**src/verilog/rx_alarm_defs.svh**
```systemverilog
/*
  Register offsets, field positions and reset values for the receive alarm
  interrupt block. Assumes inclusion by bare name from design files.
*/
`ifndef RX_ALARM_DEFS_SVH
`define RX_ALARM_DEFS_SVH

`define ADDR_W 8
`define DATA_W 8
`define EV_W 7
`define OFF_CFG_STATUS 8'h11
`define OFF_ENABLE_FIRST 8'h12
`define OFF_ENABLE_SECOND 8'h13
`define OFF_STATUS_FIRST 8'h14
`define OFF_STATUS_SECOND 8'h15
`define OFF_MODE 8'h16
`define REG_RESET 8'h00
`define EV_RESET 7'h00
`define ENABLE2_MASK 7'h5F
`define ENABLE2_LAPD_MASK 7'h7F
`define MESSAGE_BITS_MASK 7'h60
`define BIT_SYNC_MSG 6
`define BIT_SEQ_LOSS 5
`define BIT_ALIGN_CHANGE 4
`define BIT_OUT_FRAME 3
`define BIT_LOST_FRAME 2
`define BIT_TRACE_MSG 6
`define BIT_FAR_BLOCK 4
`define BIT_FAR_FAIL 3
`define BIT_MONITOR_ERR 2
`define BIT_OCTET_ERR 1
`define BIT_PAYLOAD_MIS 0
`define BIT_LAPD_ENABLE 5
`define BIT_LOS_STATE 6
`define BIT_AIS_STATE 7
`define BIT_LOS_EVENT 1
`define BIT_AIS_EVENT 0
`define BIT_MODE_1995 0
`define BIT_MODE_LAPD 1
`define BIT_MODE_SUPPRESS 2
`define LOS_ZERO_RUN 6'd32
`define LOS_SPAN_LEN 6'd32
`define LOS_SHORT_RUN 3'd4

`endif

```
**src/verilog/rx_alarm_pkg.sv**
```systemverilog
/*
  Types shared by the receive alarm interrupt block.
  Assumes rx_alarm_defs.svh supplies the widths.
*/
`include "rx_alarm_defs.svh"
package rx_alarm_pkg;
  typedef logic [`ADDR_W-1:0] addr_t;
  typedef logic [`DATA_W-1:0] data_t;
  typedef logic [`EV_W-1:0] ev_t;
  typedef enum logic [1:0] {LOS_CLEAR, LOS_DECLARED} los_state_t;
endpackage : rx_alarm_pkg

```
**src/verilog/rx_event_latch.sv**
```systemverilog
/*
  Bank of reset-upon-read event flags.
  Assumes events and the read strobe are on the same clock.
*/
`timescale 1ns/10ps
`include "rx_alarm_defs.svh"
module rx_event_latch (
  input wire logic ref_clk_in,
  input wire logic rst_in,
  input wire logic clk_en_in,
  input wire rx_alarm_pkg::ev_t event_in,
  input wire logic read_clear_in,
  output rx_alarm_pkg::ev_t flags_out
);
  import rx_alarm_pkg::*;

  typedef struct packed {
    ev_t flags;
  } latch_state_t;

  latch_state_t state;
  latch_state_t next_state;

  always_comb begin
    next_state = state;
    // Set wins over the read clear so no event is lost
    next_state.flags = (read_clear_in ? `EV_RESET : state.flags) | event_in;
  end

  always_ff @(posedge ref_clk_in) begin
    if (rst_in) begin
      state <= '{flags: `EV_RESET};
    end else if (clk_en_in) begin
      state <= next_state;
    end
  end

  assign flags_out = state.flags;
endmodule : rx_event_latch

```
**src/verilog/rx_los_detect.sv**
```systemverilog
/*
  Loss-of-signal detector on the recovered line bit stream.
  Assumes bit_valid_in marks one received bit, already synchronised.
*/
`timescale 1ns/10ps
`include "rx_alarm_defs.svh"
module rx_los_detect (
  input wire logic ref_clk_in,
  input wire logic rst_in,
  input wire logic clk_en_in,
  input wire logic bit_valid_in,
  input wire logic bit_in,
  output logic los_out,
  output logic change_out
);
  import rx_alarm_pkg::*;

  typedef struct packed {
    los_state_t mode;
    logic [5:0] zero_run;
    logic [5:0] span_cnt;
    logic [2:0] short_run;
    logic span_bad;
    logic change;
  } los_t;

  los_t state;
  los_t next_state;

  function automatic logic [5:0] sat_inc(input logic [5:0] v);
    sat_inc = (v == 6'h3F) ? v : v + 6'h01;
  endfunction : sat_inc

  always_comb begin
    next_state = state;
    next_state.change = 1'b0;
    if (bit_valid_in) begin
      case (state.mode)
        LOS_CLEAR: begin
          next_state.zero_run = bit_in ? 6'h00 : sat_inc(state.zero_run);
          if (!bit_in && sat_inc(state.zero_run) >= `LOS_ZERO_RUN) begin
            next_state.mode = LOS_DECLARED;
            next_state.change = 1'b1;
            next_state.span_cnt = 6'h00;
            next_state.short_run = 3'h0;
            next_state.span_bad = 1'b0;
          end
        end
        LOS_DECLARED: begin
          // Window of 32 bits must hold no run of four zeros
          next_state.short_run = bit_in ? 3'h0 :
            ((state.short_run == `LOS_SHORT_RUN) ? state.short_run : state.short_run + 3'h1);
          next_state.span_bad = state.span_bad |
            (!bit_in && state.short_run + 3'h1 >= `LOS_SHORT_RUN);
          next_state.span_cnt = sat_inc(state.span_cnt);
          if (sat_inc(state.span_cnt) >= `LOS_SPAN_LEN) begin
            // Judge the finished span before its verdict flag is cleared
            if (!next_state.span_bad) begin
              next_state.mode = LOS_CLEAR;
              next_state.change = 1'b1;
              next_state.zero_run = 6'h00;
            end
            next_state.span_cnt = 6'h00;
            next_state.span_bad = 1'b0;
          end
        end
        default: begin
          next_state.mode = LOS_CLEAR;
        end
      endcase
    end
  end

  always_ff @(posedge ref_clk_in) begin
    if (rst_in) begin
      state <= '{mode: LOS_CLEAR, zero_run: 6'h00, span_cnt: 6'h00, short_run: 3'h0,
                 span_bad: 1'b0, change: 1'b0};
    end else if (clk_en_in) begin
      state <= next_state;
    end
  end

  assign los_out = (state.mode == LOS_DECLARED);
  assign change_out = state.change;
endmodule : rx_los_detect

```
**src/verilog/rx_alarm_irq.sv**
```systemverilog
/*
  Receive alarm interrupt block for one E3 G.832 channel: enable and
  reset-upon-read status registers, live alarm states and one interrupt request.
  Assumes framer event pulses and alarm levels come from logic on ref_clk_in;
  the line bit stream comes from outside and is synchronised here.
*/
`timescale 1ns/10ps
`include "rx_alarm_defs.svh"
module rx_alarm_irq (
  input wire logic ref_clk_in,
  input wire logic rst_in,
  input wire logic clk_en_in,
  input wire rx_alarm_pkg::addr_t addr_in,
  input wire rx_alarm_pkg::data_t wr_data_in,
  input wire logic wr_en_in,
  input wire logic rd_en_in,
  output rx_alarm_pkg::data_t rd_data_out,
  input wire logic sync_status_message_change_in,
  input wire logic status_message_sequence_loss_change_in,
  input wire logic frame_alignment_change_in,
  input wire logic out_of_frame_declare_in,
  input wire logic in_frame_from_acquisition_in,
  input wire logic loss_of_frame_enter_in,
  input wire logic in_frame_from_octet_check_in,
  input wire logic alarm_indication_signal_in,
  input wire logic trail_trace_message_buffer_change_in,
  input wire logic link_message_received_in,
  input wire logic far_end_block_error_in,
  input wire logic far_end_receive_failure_change_in,
  input wire logic error_monitor_byte_error_in,
  input wire logic framing_octet_error_in,
  input wire logic payload_type_mismatch_in,
  input wire logic line_bit_valid_in,
  input wire logic line_bit_in,
  output logic irq_out
);
  import rx_alarm_pkg::*;

  typedef struct packed {
    ev_t enable_first;
    ev_t enable_second;
    logic [2:0] mode;
    logic [1:0] line_meta;
    logic [1:0] line_sync;
    logic ais_prev;
    data_t rd_data;
    logic irq;
  } top_t;

  top_t state;
  top_t next_state;
  ev_t status_first;
  ev_t status_second;
  ev_t events_first;
  ev_t events_second;
  logic los_now;
  logic los_change;
  logic rd_first;
  logic rd_second;

  function automatic logic hit(input addr_t a, input addr_t off);
    hit = (a == off);
  endfunction : hit

  function automatic data_t widen(input ev_t v);
    widen = {1'b0, v};
  endfunction : widen

  assign rd_first = clk_en_in && rd_en_in && hit(addr_in, `OFF_STATUS_FIRST);
  assign rd_second = clk_en_in && rd_en_in && hit(addr_in, `OFF_STATUS_SECOND);

  // Line pins cross from the line side, so two flops before the detector
  rx_los_detect los_detect (
    .ref_clk_in(ref_clk_in),
    .rst_in(rst_in),
    .clk_en_in(clk_en_in),
    .bit_valid_in(state.line_sync[1]),
    .bit_in(state.line_sync[0]),
    .los_out(los_now),
    .change_out(los_change)
  );

  always_comb begin
    events_first = `EV_RESET;
    events_first[`BIT_SYNC_MSG] = sync_status_message_change_in;
    events_first[`BIT_SEQ_LOSS] = status_message_sequence_loss_change_in;
    events_first[`BIT_ALIGN_CHANGE] = frame_alignment_change_in;
    events_first[`BIT_OUT_FRAME] = out_of_frame_declare_in | in_frame_from_acquisition_in;
    events_first[`BIT_LOST_FRAME] = loss_of_frame_enter_in | in_frame_from_octet_check_in;
    events_first[`BIT_LOS_EVENT] = los_change;
    events_first[`BIT_AIS_EVENT] = alarm_indication_signal_in ^ state.ais_prev;
    // Optional suppression of the message bits in the older framing format
    if (state.mode[`BIT_MODE_1995] && state.mode[`BIT_MODE_SUPPRESS]) begin
      events_first = events_first & ~`MESSAGE_BITS_MASK;
    end
  end

  always_comb begin
    events_second = `EV_RESET;
    events_second[`BIT_TRACE_MSG] = trail_trace_message_buffer_change_in;
    events_second[`BIT_LAPD_ENABLE] = state.mode[`BIT_MODE_LAPD] && link_message_received_in;
    events_second[`BIT_FAR_BLOCK] = far_end_block_error_in;
    events_second[`BIT_FAR_FAIL] = far_end_receive_failure_change_in;
    events_second[`BIT_MONITOR_ERR] = error_monitor_byte_error_in;
    events_second[`BIT_OCTET_ERR] = framing_octet_error_in;
    events_second[`BIT_PAYLOAD_MIS] = payload_type_mismatch_in;
  end

  rx_event_latch latch_first (
    .ref_clk_in(ref_clk_in),
    .rst_in(rst_in),
    .clk_en_in(clk_en_in),
    .event_in(events_first),
    .read_clear_in(rd_first),
    .flags_out(status_first)
  );

  rx_event_latch latch_second (
    .ref_clk_in(ref_clk_in),
    .rst_in(rst_in),
    .clk_en_in(clk_en_in),
    .event_in(events_second),
    .read_clear_in(rd_second),
    .flags_out(status_second)
  );

  always_comb begin
    next_state = state;
    next_state.line_meta = {line_bit_valid_in, line_bit_in};
    next_state.line_sync = state.line_meta;
    next_state.ais_prev = alarm_indication_signal_in;
    if (wr_en_in) begin
      case (addr_in)
        `OFF_ENABLE_FIRST: next_state.enable_first = wr_data_in[`EV_W-1:0];
        `OFF_ENABLE_SECOND: begin
          // Bit 5 only writable once the link message path is switched on
          next_state.enable_second = wr_data_in[`EV_W-1:0] &
            (state.mode[`BIT_MODE_LAPD] ? `ENABLE2_LAPD_MASK : `ENABLE2_MASK);
        end
        `OFF_MODE: next_state.mode = wr_data_in[2:0];
        default: next_state.mode = state.mode;
      endcase
    end
    next_state.rd_data = `REG_RESET;
    if (rd_en_in) begin
      case (addr_in)
        `OFF_CFG_STATUS: begin
          next_state.rd_data[`BIT_LOS_STATE] = los_now;
          next_state.rd_data[`BIT_AIS_STATE] = alarm_indication_signal_in;
        end
        `OFF_ENABLE_FIRST: next_state.rd_data = widen(state.enable_first);
        `OFF_ENABLE_SECOND: next_state.rd_data = widen(state.enable_second);
        `OFF_STATUS_FIRST: next_state.rd_data = widen(status_first);
        `OFF_STATUS_SECOND: next_state.rd_data = widen(status_second);
        `OFF_MODE: next_state.rd_data = {5'h00, state.mode};
        default: next_state.rd_data = `REG_RESET;
      endcase
    end
    next_state.irq = |(status_first & state.enable_first) |
                     |(status_second & state.enable_second);
  end

  always_ff @(posedge ref_clk_in) begin
    if (rst_in) begin
      state <= '{enable_first: `EV_RESET, enable_second: `EV_RESET, mode: 3'h0,
                 line_meta: 2'h0, line_sync: 2'h0, ais_prev: 1'b0,
                 rd_data: `REG_RESET, irq: 1'b0};
    end else if (clk_en_in) begin
      state <= next_state;
    end
  end

  assign rd_data_out = state.rd_data;
  assign irq_out = state.irq;
endmodule : rx_alarm_irq

```
**config.mk**
```make
export PLATFORM = sky130hd
export DESIGN_NAME = rx_alarm_irq
export DESIGN_NICKNAME = d
export VERILOG_FILES = /design/src/verilog/rx_alarm_pkg.sv /design/src/verilog/rx_event_latch.sv /design/src/verilog/rx_los_detect.sv /design/src/verilog/rx_alarm_irq.sv
export VERILOG_INCLUDE_DIRS = /design/src /design/src/verilog
export SDC_FILE = /design/constraint.sdc
export NUM_CORES = 1
export LEC_CHECK = 0
export BUFFER_PORTS_ARGS = -buffer_cell sky130_fd_sc_hd__buf_4
export CAP_MARGIN = 15
export CELL_PAD_IN_SITES_DETAIL_PLACEMENT = 0
export CELL_PAD_IN_SITES_GLOBAL_PLACEMENT = 2
export CORE_ASPECT_RATIO = 0.7
export CORE_MARGIN = 4
export CORE_UTILIZATION = 37
export DETAILED_ROUTE_END_ITERATION = 16
export GPL_TIMING_DRIVEN = 0
export PLACE_DENSITY_LB_ADDON = 0.1
export RECOVER_POWER = 25
export SLEW_MARGIN = 20
export SYNTH_ARGS = -nofsm -noshare
export SYNTH_HDL_FRONTEND = slang
export SYNTH_SLANG_ARGS = --single-unit
```
**constraint.sdc**
```tcl
create_clock -name ref_clk_in -period 4.1 [get_ports ref_clk_in]
set_clock_uncertainty 0.1 [all_clocks]
set_input_delay 0 -clock ref_clk_in [delete_from_list [all_inputs] [get_ports ref_clk_in]]
set_output_delay 0 -clock ref_clk_in [all_outputs]
set_load 0.1 [all_outputs]
```
==> impl_metrics.tcl, run 1 <==
set metrics [dict create \
    synth.avg_cell_area_um2 8.93 \
    synth_edf_count 0 \
    finalSetupViolCount 0 \
    post-route-min-period_ns 2.32 \
    fmax_ghz 0.430 \
    holdPathStages 4 \
    fin_hold_ws_ns 0.102 \
    cp.depth 7 \
    yosys.area.top_type_share_pct 40.5 \
    regArea_um2 1260 \
    multi_input_area_um2 1680 \
    clkSlewWorstSetupHoldPaths_ns 0.05 \
    drc 0 \
    place_area_um2 3560 \
    n_antenna_cell 0 \
    fillerInstances 760 \
    slew_violations 0 \
    dieArea_um2 9980 \
    place_congestion 0.826 \
    grt_max_degree 11 \
    postCtsSetupBuffers 0 \
    cts.sinks 63 \
    rsz0062_at_grt "false" \
    crit_path_start "los_detect.state[11]" \
    hold_end "los_detect.state[13]" \
    status "finished, final reports clean" \
    powerDensity_nw_per_um2 397 \
    cellLeakagePower_nw 1.58 \
    drtIter0Drc 202 \
    fin_ws_ns 1.78 \
    dr.pass1.iters 5 \
    startpoint_type "flip-flop" \
    routed_wl_um 9150 \
    layout-drive-gt1-share_pct 17.8 \
    arrival_ns 2.46 \
    final_util_pct 51.1 \
    cts_max_level 3 \
    wl_per_cell_um 17.1 \
    cp_num_buf_inv 1 \
    irDropWorstVdd_mv 0.212 \
    ant_nets 0 \
    slew-limit-headroom_pct 22.3 \
    vias 2852 \
    synth_most_common_cell "dfxtp_1" \
    drt-vias-per-instance 5.34 \
    ff2ff_setup_slack_ns 1.78 \
    track_usage_pct 18.8 \
    crit_chain "ha_1, nand3_1, a2111oi_4, o31a_2, buf_2, nand2_1, o31ai_1" \
    cts.path.max_buffers 2 \
    required_ns 4.24 \
    hold_viol_final 0 \
    core-area_um2 8040 \
    hold_path.class "in2reg" \
    r2r-end "los_detect.state[5]" \
    grt_pass1_vias 2727 \
    cts_root_buf "clkbuf_16" \
    die_h_um 84.8 \
    insertion_delay_ns 0.33 \
    syn_nets 391 \
    synth_warnings 0 \
    rr_worst_depth 7 \
    dpl.hpwl_um 6630 \
    grt_antenna_before_repair 0 \
    cts_buffers 9 \
    cp_top_family "compound AO/OA/AOI/OAI gates" \
    worstHoldStart "clk_en_in" \
    yosysSeqAreaShare_pct 40.5 \
    overflow 0 \
    design_area_um2 4110 \
    netlist_top_cells_count "63 x dfxtp_1, 48 x nor2_1, 26 x a21oi_1, 23 x mux2i_1, 19 x a22oi_1" \
    timing.critical_path.fanout_max 10 \
    endpoint_kind "flip-flop" \
    synthTopCellsByArea "dfxtp_1 40%, mux2i_1 7.4%, nor2_1 5.8%" \
    netlist_instances 349 \
    nets 470 \
    max-cap-violations 0 \
    ys_ff_latch 63 \
    async_flop_share_pct 0 \
    timing.final.crit_share_pct 56.7 \
    yosysTopAreaCell "dfxtp_1" \
    worstMarginPinSlew_ns 1.17 \
    cts_resized 0 \
    r2r-start "los_detect.state[11]" \
    rows 27 \
    start_util_pct 38.7 \
    cp_slowest_stage_delay_ns 0.46 \
    grt_pass1_wl_um 14800 \
    worstSetupPathType "reg2reg" \
    syn_to_final_growth_pct 31.8 \
    place_ws_ns 1.81 \
    syn_area_um2 3120 \
    portBuffers 43 \
    holdBufCountCts 25 \
    die_x_um 118 \
    cp_slowest_cell "a2111oi_4" \
    synth_ff_type "dfxtp_1" \
    ys_types 61 \
    setup-tns-final_ns 0 \
    cts_tree "yes" \
    ios 47 \
]
[worst max-delay path by stage]
stage / endpoint / slack (ns)
floorplan: los_detect.state[8] / 2.02
global placement: los_detect.state[8] / 1.80
detailed placement: los_detect.state[8] / 1.81
CTS: los_detect.state[8] / 1.78
global route: los_detect.state[8] / 1.59
finish: los_detect.state[5] / 1.78
[worst register-to-register path, delay by kind of cell (launching register included)]
family,cells,cell delay [ns]
flip-flops,1,0.41
adder cells (fa/ha/maj),1,0.25
buffers and inverters,1,0.24
AND/OR/NAND/NOR,2,0.32
AO/OA/AOI/OAI,3,0.91
[cells by family (layout without fill, tap and decap cells)]
logic type                 count (synthesis)  after routing  share of synthesized area (%)
DFF                                       63             63                           40.5
and+or+nand+nor                          124            124                           20.2
buffers and inverters                     33            117                           5.58
xor gates and xnor gates                   3              3                          0.844
adders and majority gates                  4              4                           1.61
AOI/OAI and AO/OA                         92             92                           21.4
muxes                                     30             30                           9.92
[power by group]
group | internal, mW | switching [mW] | total (mW)
Sequential | 0.625 | 0.0124 | 0.637
Clock | 0.599 | 0.268 | 0.867
Combinational | 0.0617 | 0.0645 | 0.126
Total | 1.29 | 0.345 | 1.63
[stage by stage]
step | power, mW | std cells
2_1_floorplan | 0.704 | 349
3_3_place_gp | 0.757 | 493
3_5_place_dp | 0.758 | 493
4_1_cts | 1.65 | 534
5_1_grt | 1.69 | 534
6_report | 1.63 | 534
[cell usage in the layout (no fill, tap or decap), types with 4 or more instances in the layout]
cell and count:
clkbuf_1 29, a22oi_1 19, nor3_1 4, clkbuf_16 9, clkbuf_8 4, mux2_2 7
nand2_1 16, buf_4 42, dlygate4sd3_1 25, nand3_1 11, a221oi_1 8, mux2i_1 23
nor2b_1 15, ha_1 4, o21ai_0 6, a21oi_1 26, nor2_1 48, nand4_1 8
a211oi_1 4, dfxtp_1 63
[state kept, by name (all words and copies together), names as in the netlist]
signal	flops
next_state	2
los_detect.change_out	1
latch_second.flags_out	7
irq_out	1
los_detect.state	17
state	20
rd_data_out	8
latch_first.flags_out	7
[metal layers]
| metal | up-vias | wire [um] | track usage [%] |
|---|---|---|---|
| li1 | 1438 | - | - |
| met1 | 1320 | 4970 | 28.9 |
| met2 | 87 | 3400 | 23.9 |
| met3 | 7 | 685 | 6.73 |
| met4 | 0 | 96 | 5.43 |
| met5 | - | 0 | 0 |
[final cells by class]
| type | count | area share [%] |
|---|---|---|
| inverter | 4 | 0.366 |
| tap | 101 | 3.08 |
| clock buffer | 14 | 6.92 |
| sequential | 63 | 30.7 |
| clock inverter | 2 | 1.46 |
| buffer | 29 | 3.41 |
| multi-input combinational | 253 | 40.9 |
| timing repair buffer | 68 | 13.1 |
Note: power is estimated with default switching activity, not from simulation.
==> inputs of run 2 (changes only) <==
--- a/config.mk
+++ b/config.mk
@@ -12,7 +12,7 @@
 export CELL_PAD_IN_SITES_GLOBAL_PLACEMENT = 2
 export CORE_ASPECT_RATIO = 0.7
 export CORE_MARGIN = 4
-export CORE_UTILIZATION = 37
+export CORE_UTILIZATION = 31
 export DETAILED_ROUTE_END_ITERATION = 16
 export GPL_TIMING_DRIVEN = 0
 export PLACE_DENSITY_LB_ADDON = 0.1
==> constraint.sdc (replaced) <==
create_clock -name ref_clk_in -period 2.1 [get_ports ref_clk_in]
set_clock_uncertainty 0.1 [all_clocks]
set_input_delay 0 -clock ref_clk_in [delete_from_list [all_inputs] [get_ports ref_clk_in]]
set_output_delay 0 -clock ref_clk_in [all_outputs]
set_load 0.1 [all_outputs]
==> impl_metrics.tcl, run 2 (synthesis results as in run 1) <==
set metrics [dict create \
    status "finished, final reports clean" \
    multi_input_area_um2 1710 \
    vias 2915 \
    worstMarginPinSlew_ns 1.18 \
    swShare_pct 23.1 \
    insertion_delay_ns 0.33 \
    ios 47 \
    largest_reg_flops 20 \
    timing.critical_path.fanout_max 6 \
    finalSetupViolCount 0 \
    ff2ff_setup_slack_ns 0.09 \
    nets 472 \
    cts.sinks 63 \
    crit_path_start "los_detect.state[11]" \
    r2r-start "los_detect.state[11]" \
    instances_no_fill 563 \
    place_congestion 0.852 \
    grt_pass1_vias 2734 \
    layout-drive-gt1-share_pct 20.0 \
    fillerInstances 1019 \
    cts_max_level 3 \
    clockPowerShare_pct 49.8 \
    rsz0062_at_grt "false" \
    dpl.cell_count 520 \
    cts.path.max_buffers 2 \
    grt_max_degree 11 \
    top_register "state" \
    fmax_ghz 0.497 \
    cp_num_buf_inv 0 \
    topRoutingLayerUsed "met4" \
    place_ws_ns -0.261 \
    wl_met2_um 3710 \
    slew-limit-headroom_pct 21.6 \
    fin_ws_ns 0.0860 \
    dr_wl_met3_um 516 \
    drtIter0Drc 194 \
    startpoint_type "flip-flop" \
    hold_path.class "in2reg" \
    drt-vias-per-instance 5.18 \
    cts_root_buf "clkbuf_16" \
    start_util_pct 31.9 \
    overflow 0 \
    irDropWorstVdd_mv 0.317 \
    arrival_ns 2.17 \
    core-area_um2 9760 \
    clkSlewWorstSetupHoldPaths_ns 0.05 \
    slew_violations 0 \
    track_usage_pct 17.1 \
    r2r-end "los_detect.state[8]" \
    die_x_um 128 \
    post-route-min-period_ns 2.01 \
    grt_antenna_before_repair 0 \
    wl_met1_um 5460 \
    powerDensity_nw_per_um2 714 \
    regArea_um2 1270 \
    p_int_mw 2.28 \
    rows 30 \
    required_ns 2.26 \
    endpoint_kind "flip-flop" \
    final_common_cell "dfxtp_1" \
    power_frac_seq_pct 41.7 \
    cts_tree "yes" \
    syn_to_final_growth_pct 33.4 \
    cp.depth 6 \
    wl_per_cell_um 17.4 \
    cp_top_family "compound AO/OA/AOI/OAI gates" \
    max-cap-violations 0 \
    final_cell_mix "59 x dfxtp_1, 48 x nor2_1, 45 x buf_4" \
    portBuffers 43 \
    drc 0 \
    setup-tns-final_ns 0 \
    routed_wl_um 9770 \
    hold_viol_final 0 \
    cp_slowest_stage_delay_ns 0.48 \
    ant_nets 0 \
    rr_worst_depth 6 \
    dieArea_um2 11700 \
    power_frac_comb_pct 8.5 \
    die_h_um 91.9 \
    endpoint "los_detect.state[8]" \
    crit_chain "ha_4, nand3_4, a2111oi_4, o31ai_4, or4_1, o22ai_1" \
    dr.pass1.iters 5 \
    grt_pass1_wl_um 15300 \
    dpl.hpwl_um 7080 \
    worstSetupPathType "reg2reg" \
    timing.final.crit_share_pct 95.9 \
    cellLeakagePower_nw 1.58 \
    n_antenna_cell 0 \
    cts_buffers 9 \
    cp_slowest_cell "or4_1" \
    p_switching_mw 0.684 \
]
==> run 2: changes by cell type in the layout (fill, tap and decap cells not counted), sizes merged <==
cell    delta
buf        +3
clkbuf     -3
clkinv     +3
bufinv     -1
==> run 2: power groups by stage <==
| stage | Combinational [mW] | Clock [mW] | Sequential, mW |
|---|---|---|---|
| after CTS | 0.257 | 1.51 | 1.24 |
| after detailed placement | 0.217 | 0 | 1.27 |
| after floorplan | 0.110 | 0 | 1.27 |
| final | 0.251 | 1.48 | 1.24 |
| after global routing | 0.277 | 1.56 | 1.24 |
| after global placement | 0.216 | 0 | 1.27 |
==> run 2: routing by layer <==
layer,GRT usage (%),vias up
met4,3.80,0
li1,-,1438
met2,21.3,81
met3,5.24,6
met5,0,-
met1,27.5,1390
==> run 2: repair_timing <==
| action | CTS | global route |
|---|---|---|
| endpoints found under the hold margin | 39 | 0 |
| gates resized for setup | 8 | 7 |
| endpoints found under the setup margin | 9 | 8 |
| cloned | 0 | 0 |
| buffers inserted | 1 | 1 |
| hold buffers | 25 | 0 |
| pin swaps | 3 | 4 |
==> run 2: how the worst min path moves through the flow <==
stage | start | endpoint | slack (ns) | depth (start not counted)
3_5_place_dp | wr_data_in[3] | state[27] | 0.15 | 3
4_1_cts | clk_en_in | los_detect.state[13] | 0.09 | 4
5_1_grt | clk_en_in | los_detect.state[14] | 0.16 | 5
3_3_place_gp | line_bit_in | next_state[10] | 0.15 | 3
2_1_floorplan | wr_data_in[0] | state[14] | 0.04 | 2
6_report | clk_en_in | los_detect.state[13] | 0.11 | 4
==> run 2: worst register-to-register path: cells and delay by family, from the launching register on <==
kind / cells / cell delay (ns)
simple gates: 2 / 0.58
compound gates: 3 / 0.71
fa+ha+maj: 1 / 0.17
flops: 1 / 0.38
==> run 2: final cells by class <==
| class | count | area share [%] |
|---|---|---|
| Multi-Input combinational cell | 253 | 41.3 |
| Tap cell | 128 | 3.85 |
| Sequential cell | 63 | 30.7 |
| Clock inverter | 4 | 1.08 |
| Timing Repair Buffer | 70 | 13.3 |
| Clock buffer | 12 | 5.93 |
| Inverter | 4 | 0.361 |
| Buffer | 29 | 3.52 |
==> run 2: stage by stage <==
stage | area [um^2] | utilization [%] | power (mW) | hold WS, ns
after floorplan | 3120 | - | 1.38 | 0.0439
after global routing | 4160 | 42.6 | 3.08 | 0.158
after detailed placement | 3600 | 36.9 | 1.48 | 0.151
final | 4160 | 42.6 | 2.97 | 0.108
after CTS | 4180 | 42.8 | 3.01 | 0.0889
after global placement | 3600 | 36.9 | 1.48 | 0.146
==> inputs of run 3 (changes only) <==
--- a/config.mk
+++ b/config.mk
@@ -15,6 +15,7 @@
 export CORE_UTILIZATION = 31
 export DETAILED_ROUTE_END_ITERATION = 16
 export GPL_TIMING_DRIVEN = 0
+export MAX_ROUTING_LAYER = met4
 export PLACE_DENSITY_LB_ADDON = 0.1
 export RECOVER_POWER = 25
 export SLEW_MARGIN = 20
==> impl_metrics.tcl, run 3 (synthesis results as in run 1) <==
set metrics [dict create \
    powerDensity_nw_per_um2 714 \
    place_congestion 0.866 \
    top_register "state" \
    status "finished, final reports clean" \
    arrival_ns 2.17 \
    crit_chain "ha_4, nand3_4, a2111oi_4, o31ai_4, or4_1, o22ai_1" \
    drt-vias-per-instance 5.18 \
    startpoint_type "flip-flop" \
    start_util_pct 31.9 \
    nets 472 \
    core-area_um2 9760 \
    required_ns 2.26 \
    track_usage_pct 17.5 \
    cts_tree "yes" \
    largest_reg_flops 20 \
    dpl.cell_count 520 \
    cts_buffers 9 \
    grt_max_degree 11 \
    fin_ws_ns 0.0873 \
    worstMarginPinSlew_ns 1.18 \
    cts_root_buf "clkbuf_16" \
    hold_viol_final 0 \
    dpl.hpwl_um 7080 \
    max-cap-violations 0 \
    setup-tns-final_ns 0 \
    vias 2915 \
    grt_antenna_before_repair 0 \
    cellLeakagePower_nw 1.58 \
    rsz0062_at_grt "false" \
    cts_max_level 3 \
    cts.sinks 63 \
    irDropWorstVdd_mv 0.318 \
    post-route-min-period_ns 2.01 \
    drtIter0Drc 211 \
    instances_no_fill 563 \
    n_antenna_cell 0 \
    cp_num_buf_inv 0 \
    routed_wl_um 9780 \
    grt_pass1_vias 2728 \
    timing.final.crit_share_pct 95.8 \
    fmax_ghz 0.497 \
    cts.path.max_buffers 2 \
    endpoint_kind "flip-flop" \
    final_cell_mix "59 x dfxtp_1, 48 x nor2_1, 45 x buf_4" \
    place_ws_ns -0.261 \
    layout-drive-gt1-share_pct 20.0 \
    cp_slowest_cell "or4_1" \
    syn_to_final_growth_pct 33.4 \
    grt_pass1_wl_um 15300 \
    finalSetupViolCount 0 \
    ant_nets 0 \
    rows 30 \
    drc 0 \
    ios 47 \
    final_common_cell "dfxtp_1" \
    overflow 0 \
    slew_violations 0 \
    dr.pass1.iters 5 \
    wl_per_cell_um 17.4 \
    die_x_um 128 \
    dieArea_um2 11700 \
    timing.critical_path.fanout_max 6 \
    die_h_um 91.9 \
    hold_path.class "in2reg" \
    slew-limit-headroom_pct 21.6 \
    portBuffers 43 \
    cp_slowest_stage_delay_ns 0.47 \
    clkSlewWorstSetupHoldPaths_ns 0.05 \
    insertion_delay_ns 0.33 \
    cp_top_family "compound AO/OA/AOI/OAI gates" \
    worstSetupPathType "reg2reg" \
]
-- run 3: cell counts in the layout (fill, tap and decap cells not counted) --
Identical to the previous run, type by type.
-- run 3: worst min-delay path, delay by kind of cell --
kind            cells  cell delay, ns
simple gates        1            0.14
compound gates      2            0.24
buf+inv             1            0.11
-- run 3: repair_timing --
action / 4_1_cts / 5_1_grt
endpoints found under the setup margin: 9 / 8
pin swaps: 3 / 4
hold buffers: 25 / 0
hold endpoints to repair: 39 / 0
buffers inserted: 1 / 1
resized for setup: 8 / 7
-- run 3: power breakdown --
| part | internal, mW | switching [mW] |
|---|---|---|
| combinational | 0.121 | 0.130 |
| clock | 0.945 | 0.532 |
| sequential | 1.22 | 0.0220 |
-- run 3: final cells by class --
| class | instances | area [um^2] |
|---|---|---|
| Timing Repair Buffer | 70 | 554 |
| Buffer | 29 | 146 |
| Tap cell | 128 | 160 |
| Clock buffer | 12 | 246 |
| Clock inverter | 4 | 45.0 |
| Sequential cell | 63 | 1270 |
| Inverter | 4 | 15.0 |
| Fill cell | 1019 | 5600 |
| Multi-Input combinational cell | 253 | 1710 |
-- run 3: layer usage --
metal | track usage (%) | up-vias | wire (um)
li1 | - | 1441 | -
met1 | 27.6 | 1392 | 5470
met2 | 21.3 | 76 | 3720
met3 | 5.06 | 6 | 514
met4 | 3.80 | 0 | 76
met5 | - | - | 0
-- run 3: final timing paths --
kind	end	from	slack [ns]	depth (start not counted)
worst max-delay path	los_detect.state[8]	los_detect.state[11]	0.09	6
worst max register to register	los_detect.state[8]	los_detect.state[11]	0.09	6
worst min register to register	latch_first.flags_out[3]	latch_first.flags_out[3]	0.38	2
worst min-delay path	los_detect.state[13]	clk_en_in	0.11	4
-- run 3: per-stage QoR --
stage | util, % | hold slack [ns] | instance area, um^2 | total power, mW
floorplan | - | 0.0439 | 3120 | 1.38
global placement | 36.9 | 0.146 | 3600 | 1.48
detailed placement | 36.9 | 0.151 | 3600 | 1.48
CTS | 42.8 | 0.0889 | 4180 | 3.01
global route | 42.6 | 0.158 | 4160 | 3.08
finish | 42.6 | 0.108 | 4160 | 2.97
